===== src/design/fcts_regs.svh =====
`ifndef FCTS_REGS_SVH
`define FCTS_REGS_SVH
`define FCTS_ADDR_CTRL        4'h0
`define FCTS_ADDR_TERMINAL    4'h1
`define FCTS_ADDR_FILTER      4'h2
`define FCTS_ADDR_RISE_ACK    4'h3
`define FCTS_ADDR_FALL_ACK    4'h4
`define FCTS_ADDR_COUNT       4'h5
`define FCTS_ADDR_STATUS      4'h6
`define FCTS_ADDR_IRQ_STAT    4'h7
`define FCTS_ADDR_IRQ_MASK    4'h8
`define FCTS_ADDR_RISE_STAMP  4'h9
`define FCTS_ADDR_FALL_STAMP  4'ha
`define FCTS_CTRL_CLEAR_BIT   0
`define FCTS_CTRL_WRAPCLR_BIT 1
`define FCTS_CTRL_ERASE_BIT   2
`define FCTS_CTRL_WRAPSEL_BIT 3
`define FCTS_CTRL_HOLD_BIT    4
`define FCTS_CODE_MIN         8'h05
`define FCTS_CODE_MAX         8'h12
`define FCTS_CODE_RESET       8'h05
`define FCTS_MAX_COUNT        32'h7fffffff
`define FCTS_CLK_MHZ          200
`define FCTS_UNSUPPORTED_IRQ  3
`endif


===== src/design/fcts_pkg.sv =====
package fcts_pkg;
    typedef struct packed {
        logic [31:0] value;
        logic [15:0] seq;
        logic        full;
    } fcts_stamp_type;

    typedef struct packed {
        logic [7:0]  onCode;
        logic [7:0]  offCode;
        logic        wrapAtTerminal;
        logic        holdStamps;
    } fcts_cfg_type;

    typedef struct packed {
        logic [31:0] count;
        logic        wrapFlag;
        logic        limitFlag;
        logic        filtCnt;
        logic        filtPt;
    } fcts_cnt_type;
endpackage


===== src/design/fcts_ctrl.sv =====
`timescale 1ns/1ps
`include "fcts_regs.svh"
module fcts_ctrl
    import fcts_pkg::*;
(
    input  wire logic        mclk,
    input  wire logic        rst,
    input  wire logic        counterIn,
    input  wire logic        pointIn,
    input  wire logic [3:0]  addr,
    input  wire logic [31:0] wrData,
    input  wire logic        wrStb,
    input  wire logic        rdStb,
    output logic      [31:0] rdData,
    output logic             irq
);
    // Filter delay per code in microseconds; codes 5..18
    function automatic logic [31:0] codeCycles(input logic [7:0] code);
        logic [31:0] us;
        us = 32'h0;
        unique case (code)
            8'h06: us = 32'd5;
            8'h07: us = 32'd10;
            8'h08: us = 32'd20;
            8'h09: us = 32'd50;
            8'h0a: us = 32'd100;
            8'h0b: us = 32'd200;
            8'h0c: us = 32'd500;
            8'h0d: us = 32'd1000;
            8'h0e: us = 32'd2000;
            8'h0f: us = 32'd5000;
            8'h10: us = 32'd10000;
            8'h11: us = 32'd20000;
            8'h12: us = 32'd50000;
            default: us = 32'h0;
        endcase
        return 32'(us * `FCTS_CLK_MHZ);
    endfunction

    // Code set is contiguous, so a range test is enough
    function automatic logic codeOk(input logic [7:0] code);
        return (code >= `FCTS_CODE_MIN) && (code <= `FCTS_CODE_MAX);
    endfunction

    typedef struct packed {
        fcts_cfg_type   cfg;
        fcts_cnt_type   cnt;
        logic [31:0]    terminal;
        logic [31:0]    cntTimer;
        logic [31:0]    ptTimer;
        logic [31:0]    stampTime;
        fcts_stamp_type rise;
        fcts_stamp_type fall;
        logic [15:0]    riseAck;
        logic [15:0]    fallAck;
        logic [2:0]     ctlPrev;
        logic [3:0]     irqStat;
        logic [3:0]     irqMask;
        logic [31:0]    rdData;
    } fcts_state_type;

    fcts_state_type st_r;
    fcts_state_type st_nxt;

    // Next value of every register is formed here; one flop bank below holds it
    always_comb begin
        logic [2:0]  ctlNow;
        logic [2:0]  ctlRise;
        logic        cntOnDone;
        logic        cntOffDone;
        logic        ptOnDone;
        logic        ptOffDone;
        logic        cntStep;
        logic        ptRise;
        logic        ptFall;
        logic        wrapEv;
        logic        badCode;
        logic [31:0] cntNext;
        st_nxt = st_r;
        ctlNow = st_r.ctlPrev;
        ctlRise = 3'h0;
        cntOnDone = 1'b0;
        cntOffDone = 1'b0;
        ptOnDone = 1'b0;
        ptOffDone = 1'b0;
        badCode = 1'b0;
        cntStep = 1'b0;
        wrapEv = 1'b0;
        ptRise = 1'b0;
        ptFall = 1'b0;
        cntNext = st_r.cnt.count;
        // Free-running stamp clock wraps silently
        st_nxt.stampTime = st_r.stampTime + 32'h1;
        st_nxt.rdData = 32'h0;

        if (wrStb) begin
            unique case (addr)
                `FCTS_ADDR_CTRL: begin
                    ctlNow[2] = wrData[`FCTS_CTRL_ERASE_BIT];
                    ctlNow[1] = wrData[`FCTS_CTRL_WRAPCLR_BIT];
                    ctlNow[0] = wrData[`FCTS_CTRL_CLEAR_BIT];
                    st_nxt.cfg.wrapAtTerminal = wrData[`FCTS_CTRL_WRAPSEL_BIT];
                    st_nxt.cfg.holdStamps = wrData[`FCTS_CTRL_HOLD_BIT];
                end
                `FCTS_ADDR_TERMINAL: begin
                    st_nxt.terminal = {1'b0, wrData[30:0]};
                end
                `FCTS_ADDR_FILTER: begin
                    st_nxt.cfg.onCode = wrData[7:0];
                    st_nxt.cfg.offCode = wrData[15:8];
                end
                `FCTS_ADDR_RISE_ACK: begin
                    st_nxt.riseAck = wrData[15:0];
                end
                `FCTS_ADDR_FALL_ACK: begin
                    st_nxt.fallAck = wrData[15:0];
                end
                `FCTS_ADDR_IRQ_MASK: begin
                    st_nxt.irqMask = wrData[3:0];
                end
                // Writes to read-only or unmapped words are ignored
                default: ;
            endcase
        end
        // Edges are taken against the last written level, so holding a bit high does nothing
        ctlRise = ctlNow & ~st_r.ctlPrev;
        st_nxt.ctlPrev = ctlNow;

        // Unsupported codes keep the last reported level rather than guess a delay
        badCode = !codeOk(st_r.cfg.onCode) || !codeOk(st_r.cfg.offCode);

        // Counter input filter; timer restarts whenever raw matches the reported level
        cntOnDone = st_r.cntTimer >= codeCycles(st_r.cfg.onCode);
        cntOffDone = st_r.cntTimer >= codeCycles(st_r.cfg.offCode);
        if (badCode || counterIn == st_r.cnt.filtCnt) begin
            st_nxt.cntTimer = 32'h0;
        end else if ((counterIn && cntOnDone) || (!counterIn && cntOffDone)) begin
            st_nxt.cnt.filtCnt = counterIn;
            st_nxt.cntTimer = 32'h0;
            cntStep = counterIn;
        end else begin
            st_nxt.cntTimer = st_r.cntTimer + 32'h1;
        end

        // Point filter shares the codes; a bounce restarts its timer
        ptOnDone = st_r.ptTimer >= codeCycles(st_r.cfg.onCode);
        ptOffDone = st_r.ptTimer >= codeCycles(st_r.cfg.offCode);
        if (badCode || pointIn == st_r.cnt.filtPt) begin
            st_nxt.ptTimer = 32'h0;
        end else if ((pointIn && ptOnDone) || (!pointIn && ptOffDone)) begin
            st_nxt.cnt.filtPt = pointIn;
            st_nxt.ptTimer = 32'h0;
            ptRise = pointIn;
            ptFall = !pointIn;
        end else begin
            st_nxt.ptTimer = st_r.ptTimer + 32'h1;
        end

        // Preset mode: an increment reaching the terminal wraps, so terminal 0 wraps every step
        if (cntStep) begin
            if (st_r.cfg.wrapAtTerminal) begin
                cntNext = st_r.cnt.count + 32'h1;
                if (cntNext >= st_r.terminal) begin
                    cntNext = 32'h0;
                    wrapEv = 1'b1;
                end
            end else if (st_r.cnt.count == `FCTS_MAX_COUNT) begin
                cntNext = 32'h0;
                wrapEv = 1'b1;
            end else begin
                cntNext = st_r.cnt.count + 32'h1;
            end
        end else if (st_r.cfg.wrapAtTerminal && st_r.cnt.count >= st_r.terminal) begin
            cntNext = 32'h0;
        end
        st_nxt.cnt.count = cntNext;
        if (wrapEv) begin
            st_nxt.cnt.wrapFlag = 1'b1;
        end else if (ctlRise[1]) begin
            st_nxt.cnt.wrapFlag = 1'b0;
        end
        if (ctlRise[0]) begin
            st_nxt.cnt.count = 32'h0;
            st_nxt.cnt.wrapFlag = 1'b0;
        end
        // Limit follows the new count and mode so it never lags a write
        st_nxt.cnt.limitFlag = !st_nxt.cfg.wrapAtTerminal
                               && st_nxt.cnt.count >= st_nxt.terminal;

        // An acknowledged stamp frees its slot for the next capture
        if (st_r.rise.full && st_r.riseAck == st_r.rise.seq) begin
            st_nxt.rise.full = 1'b0;
        end
        if (st_r.fall.full && st_r.fallAck == st_r.fall.seq) begin
            st_nxt.fall.full = 1'b0;
        end
        // Hold test uses the freed slot, so an ack and an edge in one cycle still capture
        // Sequence numbers wrap freely; the host must echo them exactly
        if (ptRise && !(st_r.cfg.holdStamps && st_nxt.rise.full)) begin
            st_nxt.rise.value = st_r.stampTime;
            st_nxt.rise.seq = st_r.rise.seq + 16'h1;
            st_nxt.rise.full = 1'b1;
        end
        if (ptFall && !(st_r.cfg.holdStamps && st_nxt.fall.full)) begin
            st_nxt.fall.value = st_r.stampTime;
            st_nxt.fall.seq = st_r.fall.seq + 16'h1;
            st_nxt.fall.full = 1'b1;
        end
        // Erase wins over a capture in the same cycle
        if (ctlRise[2]) begin
            st_nxt.rise.value = 32'h0;
            st_nxt.rise.full = 1'b0;
            st_nxt.fall.value = 32'h0;
            st_nxt.fall.full = 1'b0;
        end

        // Read data stand for one cycle only and are zero otherwise
        if (rdStb) begin
            unique case (addr)
                `FCTS_ADDR_CTRL: begin
                    st_nxt.rdData = {27'h0, st_r.cfg.holdStamps, st_r.cfg.wrapAtTerminal,
                                     st_r.ctlPrev};
                end
                `FCTS_ADDR_TERMINAL: begin
                    st_nxt.rdData = st_r.terminal;
                end
                `FCTS_ADDR_FILTER: begin
                    st_nxt.rdData = {16'h0, st_r.cfg.offCode, st_r.cfg.onCode};
                end
                `FCTS_ADDR_RISE_ACK: begin
                    st_nxt.rdData = {16'h0, st_r.riseAck};
                end
                `FCTS_ADDR_FALL_ACK: begin
                    st_nxt.rdData = {16'h0, st_r.fallAck};
                end
                `FCTS_ADDR_COUNT: begin
                    st_nxt.rdData = st_r.cnt.count;
                end
                `FCTS_ADDR_STATUS: begin
                    st_nxt.rdData = {26'h0, st_r.fall.full, st_r.rise.full, st_r.cnt.filtPt,
                                     st_r.cnt.filtCnt, st_r.cnt.limitFlag, st_r.cnt.wrapFlag};
                end
                `FCTS_ADDR_IRQ_STAT: begin
                    st_nxt.rdData = {28'h0, st_r.irqStat};
                end
                `FCTS_ADDR_IRQ_MASK: begin
                    st_nxt.rdData = {28'h0, st_r.irqMask};
                end
                `FCTS_ADDR_RISE_STAMP: begin
                    st_nxt.rdData = st_r.rise.value;
                end
                `FCTS_ADDR_FALL_STAMP: begin
                    st_nxt.rdData = st_r.fall.value;
                end
                default: begin
                    st_nxt.rdData = 32'h0;
                end
            endcase
        end

        // Read clears status, but an event in the same cycle still lands
        if (rdStb && addr == `FCTS_ADDR_IRQ_STAT) begin
            st_nxt.irqStat = 4'h0;
        end
        st_nxt.irqStat = st_nxt.irqStat | {badCode, ptFall, ptRise, wrapEv};
    end

    always_ff @(posedge mclk) begin
        if (rst) begin
            // Codes come up at no delay, so levels pass straight after reset
            st_r <= '0;
            st_r.cfg.onCode <= `FCTS_CODE_RESET;
            st_r.cfg.offCode <= `FCTS_CODE_RESET;
            st_r.terminal <= 32'h0;
            st_r.irqMask <= 4'h0;
            st_r.rdData <= 32'h0;
        end else begin
            st_r <= st_nxt;
        end
    end

    assign rdData = st_r.rdData;
    // Level interrupt is a gate decode of flopped status and mask, not a flop of its own
    assign irq = |(st_r.irqStat & st_r.irqMask);
endmodule


===== config.mk =====
export PLATFORM = sky130hd
export DESIGN_NAME = fcts_ctrl
export DESIGN_NICKNAME = d
export VERILOG_FILES = /design/src/design/fcts_pkg.sv /design/src/design/fcts_ctrl.sv
export VERILOG_INCLUDE_DIRS = /design/src /design/src/design
export SDC_FILE = /design/constraint.sdc
export NUM_CORES = 1
export LEC_CHECK = 0
export BUFFER_PORTS_ARGS = -buffer_cell sky130_fd_sc_hd__buf_4
export CORE_AREA = 2 2 183 319
export CTS_BUF_LIST = sky130_fd_sc_hd__clkbuf_8
export DETAILED_ROUTE_END_ITERATION = 7
export DIE_AREA = 0 0 185 321
export MAX_ROUTING_LAYER = met4
export PLACE_DENSITY = 0.65
export SLEW_MARGIN = 0
export SYNTH_ARGS = -nofsm -noshare
export SYNTH_HDL_FRONTEND = slang
export SYNTH_SLANG_ARGS = --single-unit

===== constraint.sdc =====
create_clock -name mclk -period 8.4 [get_ports mclk]
set_input_delay 2.52 -clock mclk [delete_from_list [all_inputs] [get_ports mclk]]
set_output_delay 2.52 -clock mclk [all_outputs]
set_load 0.02 [all_outputs]

==> reports/summary.log, run 1 <==
qor: synth.synthesis.area_per_instance 8.51 sq um
qor: power.ir_worst_vdd 0.000130 V
qor: cts.cts_tree done
qor: setup_path.r2r_cells 39
qor: floorplan.fp.dieArea 59400 sq um
qor: setup_path.cpPeakStageDelay 0.49 ns
qor: synth.number_of_enable_flip_flop_cells_after_synthesis 0
qor: global_routing.gr-total-overflow 0
qor: floorplan.io_pins 75
qor: routing.route.detailed.drc 0
qor: synth.post_synth_inst_count 2845
qor: cts.cts.reportedPaths.clkPinSlew 0.08 ns
qor: cts.clock_tree.root_cell sky130_fd_sc_hd__clkbuf_8
qor: synth.post-synth-top-area-fraction 32.0%
qor: synth.yosys-top-cells-area sky130_fd_sc_hd__dfxtp_1 (32%), sky130_fd_sc_hd__ha_1 (15%), sky130_fd_sc_hd__nor2_1 (4.7%), sky130_fd_sc_hd__mux2i_1 (4.7%), sky130_fd_sc_hd__nand2_1 (4.2%)
qor: routing.route.final.wire_length 75700 microns
qor: placement.place.port_buffers 73
qor: sta.final_period_minus_worst_setup_slack 7.75 ns
qor: power.cellInternalPower 2.97 mW
qor: global_routing.grt_pass1_vias 21266
qor: cts.ctsLongestPathBuffers 3
qor: setup_path.data_arrival_critical_path 8.39 ns
qor: routing.post_drt_via_cell_ratio 5.65
qor: synth.synth_seq_cells 387
qor: power.p_total 4.05 mW
qor: setup_path.critical-path-slowest-cell sky130_fd_sc_hd__fa_1
qor: power.powerDensity 150 nW/um^2
qor: setup_path.timing.critical_path.fanout_max 23
qor: global_routing.number_of_antenna_violations_at_the_first_check_in_global_routing 6
qor: synth.synth_sequential_area_ratio 32.0%
qor: placement.place.detailed.hpwl 58600 microns
qor: routing.drt_first_pass_iters 5
qor: power.clockPowerShare 44.5%
qor: min_path.min_path_cells 1
qor: synth.synth_fa_ha_area_share 17.2%
qor: synth.main_combinational_cell_family_by_area_after_synthesis simple AND/OR/NAND/NOR gates
qor: floorplan.floorplan.initialDensity 42.5%
qor: routing.ant_nets 0
qor: setup_path.timing.setup.critical_path_class reg -> reg
qor: status.outcome finished clean
qor: power.switchingPower 1.08 mW
qor: floorplan.number_of_rows_created_at_floorplan 116
qor: floorplan.die-height 321 microns
qor: min_path.min_path_type reg -> reg
qor: cts.numCtsBuffers 59
qor: sta.timing.fmax 129 MHz
qor: setup_path.timing.critical_path.from_type flop
qor: finish.syn2layout_area_growth 11.3%
qor: sta.slew_headroom 12.2%
qor: sta.fin_worst_skew 0.0391 ns
qor: synth.cell_with_the_most_instances_after_synthesis sky130_fd_sc_hd__dfxtp_1
qor: sta.worst-slew-pin-transition 1.31 ns
qor: synth.syn_area 24200 sq um
qor: cts.worst_skew_pair.late_latency 0.71 ns
qor: sta.finalHoldWorstSlack 0.484 ns
qor: sta.rsz0062_at_grt false
qor: sta.post-route-period-util 92.3%
qor: cts.clock_sink_count 387
qor: global_routing.globalRouteTotalUtil 26.1%
qor: power.p_leak 12.3 nW
qor: synth.synthMuxAreaShare 5.18%
qor: sta.final-setup-viol-count 0
qor: synth.asyncSetResetFlopFracSynth 0%
qor: cts.h-tree-depth 2
qor: cts.post_cts_buffers 0
qor: synth.synth-simple-area-share 18.8%
qor: routing.vias 21005
qor: synth.netlist-cell-type-count 72
qor: global_routing.grt_start_max_net_pins 68
qor: floorplan.floorplan.die.width 185 microns
qor: power.combinationalPowerShare 9.0%
qor: power.power.share.sequential 46.5%
qor: finish.final_layout_size_suffix_gt1_share 8.76%
qor: sta.final_critical_path_setup_slack 0.650 ns
qor: synth.yosysTopAreaCell sky130_fd_sc_hd__dfxtp_1
qor: sta.timing.setup.tns 0 ns
qor: synth.netlist_top_cells_count sky130_fd_sc_hd__dfxtp_1 (387), sky130_fd_sc_hd__nor2_1 (305), sky130_fd_sc_hd__ha_1 (299)
qor: setup_path.cp-end-kind flop
qor: flow_run.max_cap_viol_count 0
qor: global_routing.wire_length_of_the_first_global_routing_pass 116000 microns
qor: floorplan.floorplan.core_area 56900 sq um
qor: power.switching_power_as_a_share_of_total_power 26.7%
qor: synth.ys.warnings.count 0
qor: routing.detail_route.wl_per_cell 20.4 microns
qor: synth.synth_xor_xnor_area_share 6.61%
qor: routing.drt_iter0_drc 1284
qor: synth.synth_top_flop_cell sky130_fd_sc_hd__dfxtp_1
qor: cts.cts_hold_buffers 0
qor: sta.final-hold-violation-count 0
qor: placement.place_worst_setup_slack 0.594 ns
qor: setup_path.critPathRequiredTime 9.04 ns
qor: finish.nets_final 3260
qor: sta.final-max-slew-violation-count 0
qor: synth.synth-compound-area-share 14.7%
qor: placement.place.gp.congestion 0.967
==> layer usage <==
| layer | vias to the layer above | GRT usage [%] | wire length, microns |
|---|---|---|---|
| met4 | 0 | 20.4 | 6870 |
| met5 | - | - | 0 |
| li1 | 10038 | - | - |
| met3 | 285 | 4.31 | 4110 |
| met2 | 742 | 47.1 | 39200 |
| met1 | 9940 | 24.1 | 25500 |
==> stage by stage <==
stage / cell area (sq um) / instances / utilization (%)
5_1_grt: 26900 / 3717 / 47.4
2_1_floorplan: 24200 / 2856 / -
4_1_cts: 26900 / 3711 / 47.3
6_report: 26900 / 3717 / 47.4
3_3_place_gp: 25600 / 3604 / 44.9
3_5_place_dp: 25600 / 3604 / 44.9
==> flip-flops by register name (all words and copies together), names as in the netlist, named ones only <==
| register | flops |
|---|---|
| st_r | 323 |
| rdData | 32 |
==> worst max-delay path: cells and delay by family, from the launching register on <==
family                   cells  cell delay [ns]
AO/OA/AOI/OAI               15             2.58
flip-flops                   1             0.36
buffers and inverters        5             0.60
XOR/XNOR                     1             0.20
AND/OR/NAND/NOR             12             1.97
adder cells (fa/ha/maj)      6             1.98
==> layout by cell type, fill, tap and decap left out, drive strengths merged, types with 62 or more instances in the layout <==
cell / n
nor2: 305
xor2: 103
ha: 299
xnor2: 77
a21oi: 171
nand2: 268
inv: 190
clkbuf: 73
o21ai: 96
buf: 125
nand3: 77
nand4: 62
a21o: 64
dfxtp: 387
mux2i: 114
a22oi: 68
==> logic make-up (layout without fill, tap and decap cells) <==
kind of cell	count (synthesis)	count (layout)
xor gates and xnor gates	181	181
AOI/OAI and AO/OA	552	552
and+or+nand+nor	966	966
other	1	18
DFF	387	387
muxes	124	124
adders and majority gates	320	320
buffers and inverters	314	402
==> final timing paths <==
| kind | from | end | slack [ns] |
|---|---|---|---|
| max | st_r[354]$_SDFFE_PP0P_ | st_r[303]$_SDFF_PP0_ | 0.65 |
| min | st_r[205]$_SDFF_PP0_ | st_r[205]$_SDFF_PP0_ | 0.48 |
| max reg2reg | st_r[354]$_SDFFE_PP0P_ | st_r[303]$_SDFF_PP0_ | 0.65 |
| min reg2reg | st_r[205]$_SDFF_PP0_ | st_r[205]$_SDFF_PP0_ | 0.48 |
==> power by group through the flow <==
| stage | combinational (mW) | sequential [mW] | clock (mW) |
|---|---|---|---|
| CTS | 0.358 | 1.88 | 1.83 |
| detailed placement | 0.356 | 1.92 | 0 |
| global placement | 0.350 | 1.92 | 0 |
| global route | 0.389 | 1.88 | 1.91 |
| finish | 0.364 | 1.88 | 1.81 |
| floorplan | 0.221 | 1.91 | 0 |
==> what timing repair did <==
item | CTS | global route
endpoints found under the setup margin | 0 | 1
gates resized for setup | 0 | 6
hold endpoints to repair | 0 | 0
==> final cells by class <==
| cell class | count | area (sq um) |
|---|---|---|
| Antenna cell | 6 | 15.0 |
| Clock buffer | 73 | 1000 |
| Clock inverter | 34 | 348 |
| Fill cell | 5564 | 29900 |
| Inverter | 170 | 638 |
| Multi-Input combinational cell | 2155 | 15300 |
| Sequential cell | 387 | 7750 |
| Tap cell | 767 | 960 |
| Timing Repair Buffer | 125 | 983 |
No activity file was read; power rests on OpenSTA's default activity.
==> run 2, diff against run 1 <==
PLACE_DENSITY = 0.63   (was 0.65)
clock period = 10 ns   (was 8.4 ns; I/O delays follow)
==> run 2 against run 1 <==
Via count decreased by 1.1%. Die area unchanged. Sequential power decreased by 16%. Non-clock buffer count decreased by 27. Final area decreased by 1.0%. Wire length increased by 0.30%. Flip-flop and latch count unchanged. Core utilization decreased by 0.49 points. Critical endpoint unchanged. Highest routed layer unchanged.
==> reports/summary.log, run 2 (same netlist as run 1, synthesis figures left out) <==
qor: sta.rsz0062_at_grt false
qor: setup_path.critical-path-slowest-cell sky130_fd_sc_hd__fa_1
qor: floorplan.floorplan.die.width 185 microns [unchanged]
qor: sta.final_period_minus_worst_setup_slack 8.36 ns [+0.615 ns]
qor: finish.post-route-util 46.9% [-0.49 points]
qor: finish.largest_reg_flops 323 [unchanged]
qor: sta.timing.setup.tns 0 ns [unchanged]
qor: routing.vias 20772 [-1.1%]
qor: cts.ctsLongestPathBuffers 3 [unchanged]
qor: cts.clock_sink_count 387 [unchanged]
qor: routing.route.final.wire_length 75900 microns [+0.30%]
qor: sta.final-hold-violation-count 0 [unchanged]
qor: sta.final-max-slew-violation-count 0 [unchanged]
qor: floorplan.io_pins 75 [unchanged]
qor: finish.nets_final 3233 [-0.83%]
qor: finish.reg_top3 st_r x323, rdData x32
qor: sta.timing.fmax 120 MHz [-7.3%]
qor: cts.worst_skew_pair.late_latency 0.73 ns [+0.02 ns]
qor: global_routing.globalRouteTotalUtil 26.4% [+0.31 points]
qor: flow_run.max_cap_viol_count 0 [unchanged]
qor: cts.cts_tree done
qor: cts.h-tree-depth 2 [unchanged]
qor: routing.route.detailed.drc 0 [unchanged]
qor: floorplan.number_of_rows_created_at_floorplan 116 [unchanged]
qor: placement.place.gp.congestion 1.00 [+3.9%]
qor: placement.place.detailed.hpwl 58300 microns [-0.48%]
qor: finish.layout.filler_cells 5624 [+1.1%]
qor: global_routing.number_of_antenna_violations_at_the_first_check_in_global_routing 2 [-4]
qor: cts.cts_hold_buffers 0 [unchanged]
qor: power.ir_worst_vdd 0.000119 V [-8.6%]
qor: sta.fin_worst_skew 0.0374 ns [-0.00168 ns]
qor: cts.cts.reportedPaths.clkPinSlew 0.06 ns [-0.02 ns]
qor: floorplan.floorplan.initialDensity 42.5% [unchanged]
qor: placement.place.port_buffers 73 [unchanged]
qor: cts.post_cts_buffers 0 [unchanged]
qor: setup_path.crit_top_cell sky130_fd_sc_hd__a21o_1
qor: setup_path.timing.critical_path.fanout_max 23 [unchanged]
qor: finish.registers.top_by_ff_count st_r
qor: global_routing.grt_pass1_vias 21068 [-0.93%]
qor: min_path.min_path_type reg -> reg
qor: setup_path.cp_num_buf_inv 6 [+1]
qor: sta.final-setup-viol-count 0 [unchanged]
qor: routing.drt_iter0_drc 1177 [-8.3%]
qor: floorplan.floorplan.core_area 56900 sq um [unchanged]
qor: setup_path.cp-end-kind flop
qor: sta.slew_headroom 14.7% [+2.5 points]
qor: placement.place_worst_setup_slack 1.68 ns [+1.08 ns]
qor: power.powerDensity 127 nW/um^2 [-16%]
qor: status.outcome finished clean
qor: sta.post-route-period-util 83.6% [-8.6 points]
qor: finish.syn2layout_area_growth 10.2%
qor: setup_path.critical-path-top-delay-family compound AO/OA/AOI/OAI gates
qor: setup_path.cpPeakStageDelay 0.52 ns [+0.03 ns]
qor: setup_path.timing.critical_path.from_type flop
qor: power.p_leak 12.1 nW [-1.4%]
qor: routing.drt_first_pass_iters 5 [unchanged]
qor: global_routing.gr-total-overflow 0 [unchanged]
qor: setup_path.data_arrival_critical_path 8.97 ns [+0.58 ns]
qor: power.p_total 3.38 mW [-17%]
qor: routing.detail_route.wl_per_cell 20.6 microns [+1.1%]
qor: setup_path.timing.setup.critical_path_class reg -> reg
qor: routing.ant_nets 0 [unchanged]
qor: global_routing.wire_length_of_the_first_global_routing_pass 116000 microns [about the same]
qor: sta.worst-slew-pin-transition 1.28 ns [-0.0357 ns]
qor: routing.post_drt_via_cell_ratio 5.63 [-0.33%]
qor: cts.numCtsBuffers 59 [unchanged]
qor: global_routing.grt_start_max_net_pins 94 [+38%]
qor: floorplan.fp.dieArea 59400 sq um [unchanged]
qor: floorplan.die-height 321 microns [unchanged]
qor: setup_path.critPathRequiredTime 10.61 ns [+1.57 ns]
qor: cts.clock_tree.root_cell sky130_fd_sc_hd__clkbuf_8
qor: finish.mostFrequentLayoutCell sky130_fd_sc_hd__dfxtp_1
qor: cts.cts_repair_resize_count 0 [unchanged]
qor: sta.final_critical_path_setup_slack 1.64 ns [+0.985 ns]
qor: finish.layout.cells.most_common_list sky130_fd_sc_hd__dfxtp_1 (387), sky130_fd_sc_hd__nor2_1 (302), sky130_fd_sc_hd__ha_1 (299)
qor: finish.final_layout_size_suffix_gt1_share 8.12% [-0.64 points]
==> run 2: stage by stage <==
step	area, sq um	std cells	hold slack [ns]
3_5_place_dp	25300	3577	0.466
2_1_floorplan	24200	2856	0.433
5_1_grt	26700	3687	0.499
3_3_place_gp	25300	3577	0.459
4_1_cts	26700	3685	0.475
6_report	26700	3688	0.481
==> run 2: area by class of cell <==
cell class	instances	area, sq um	share of cell area [%]
multi-input combinational	2155	15200	57.1
sequential	387	7750	29.1
clock buffer	75	1030	3.87
tap	767	960	3.60
timing repair buffer	98	739	2.77
inverter	170	638	2.39
clock inverter	33	313	1.17
antenna	3	7.51	0.0282
==> run 2: worst paths after layout <==
| kind | from | end | slack, ns | cells past startpoint |
|---|---|---|---|---|
| setup / recovery | st_r[354]$_SDFFE_PP0P_ | st_r[303]$_SDFF_PP0_ | 1.64 | 43 |
| hold / removal | st_r[230]$_SDFF_PP0_ | st_r[230]$_SDFF_PP0_ | 0.48 | 2 |
| setup reg to reg | st_r[354]$_SDFFE_PP0P_ | st_r[303]$_SDFF_PP0_ | 1.64 | 43 |
| hold reg to reg | st_r[230]$_SDFF_PP0_ | st_r[230]$_SDFF_PP0_ | 0.48 | 2 |
==> run 2: layer usage <==
metal,track usage (%),wire length (microns),up-vias
met2,46.9,38900,626
met5,-,0,-
met3,3.49,3690,273
li1,-,-,9981
met1,24.7,25700,9892
met4,22.7,7600,0
==> run 2: power by group <==
group / switching [mW] / internal, mW
clock network: 0.691 / 0.813
registers: 0.0217 / 1.56
logic: 0.195 / 0.100
total: 0.908 / 2.47
==> run 2: worst reg2reg max path, delay by kind of cell, from the launching register on <==
family	cells	cell delay [ns]
xor+xnor	1	0.30
fa+ha+maj	6	1.96
simple gates	11	1.57
flops	1	0.36
compound gates	19	3.25
buf+inv	6	0.80
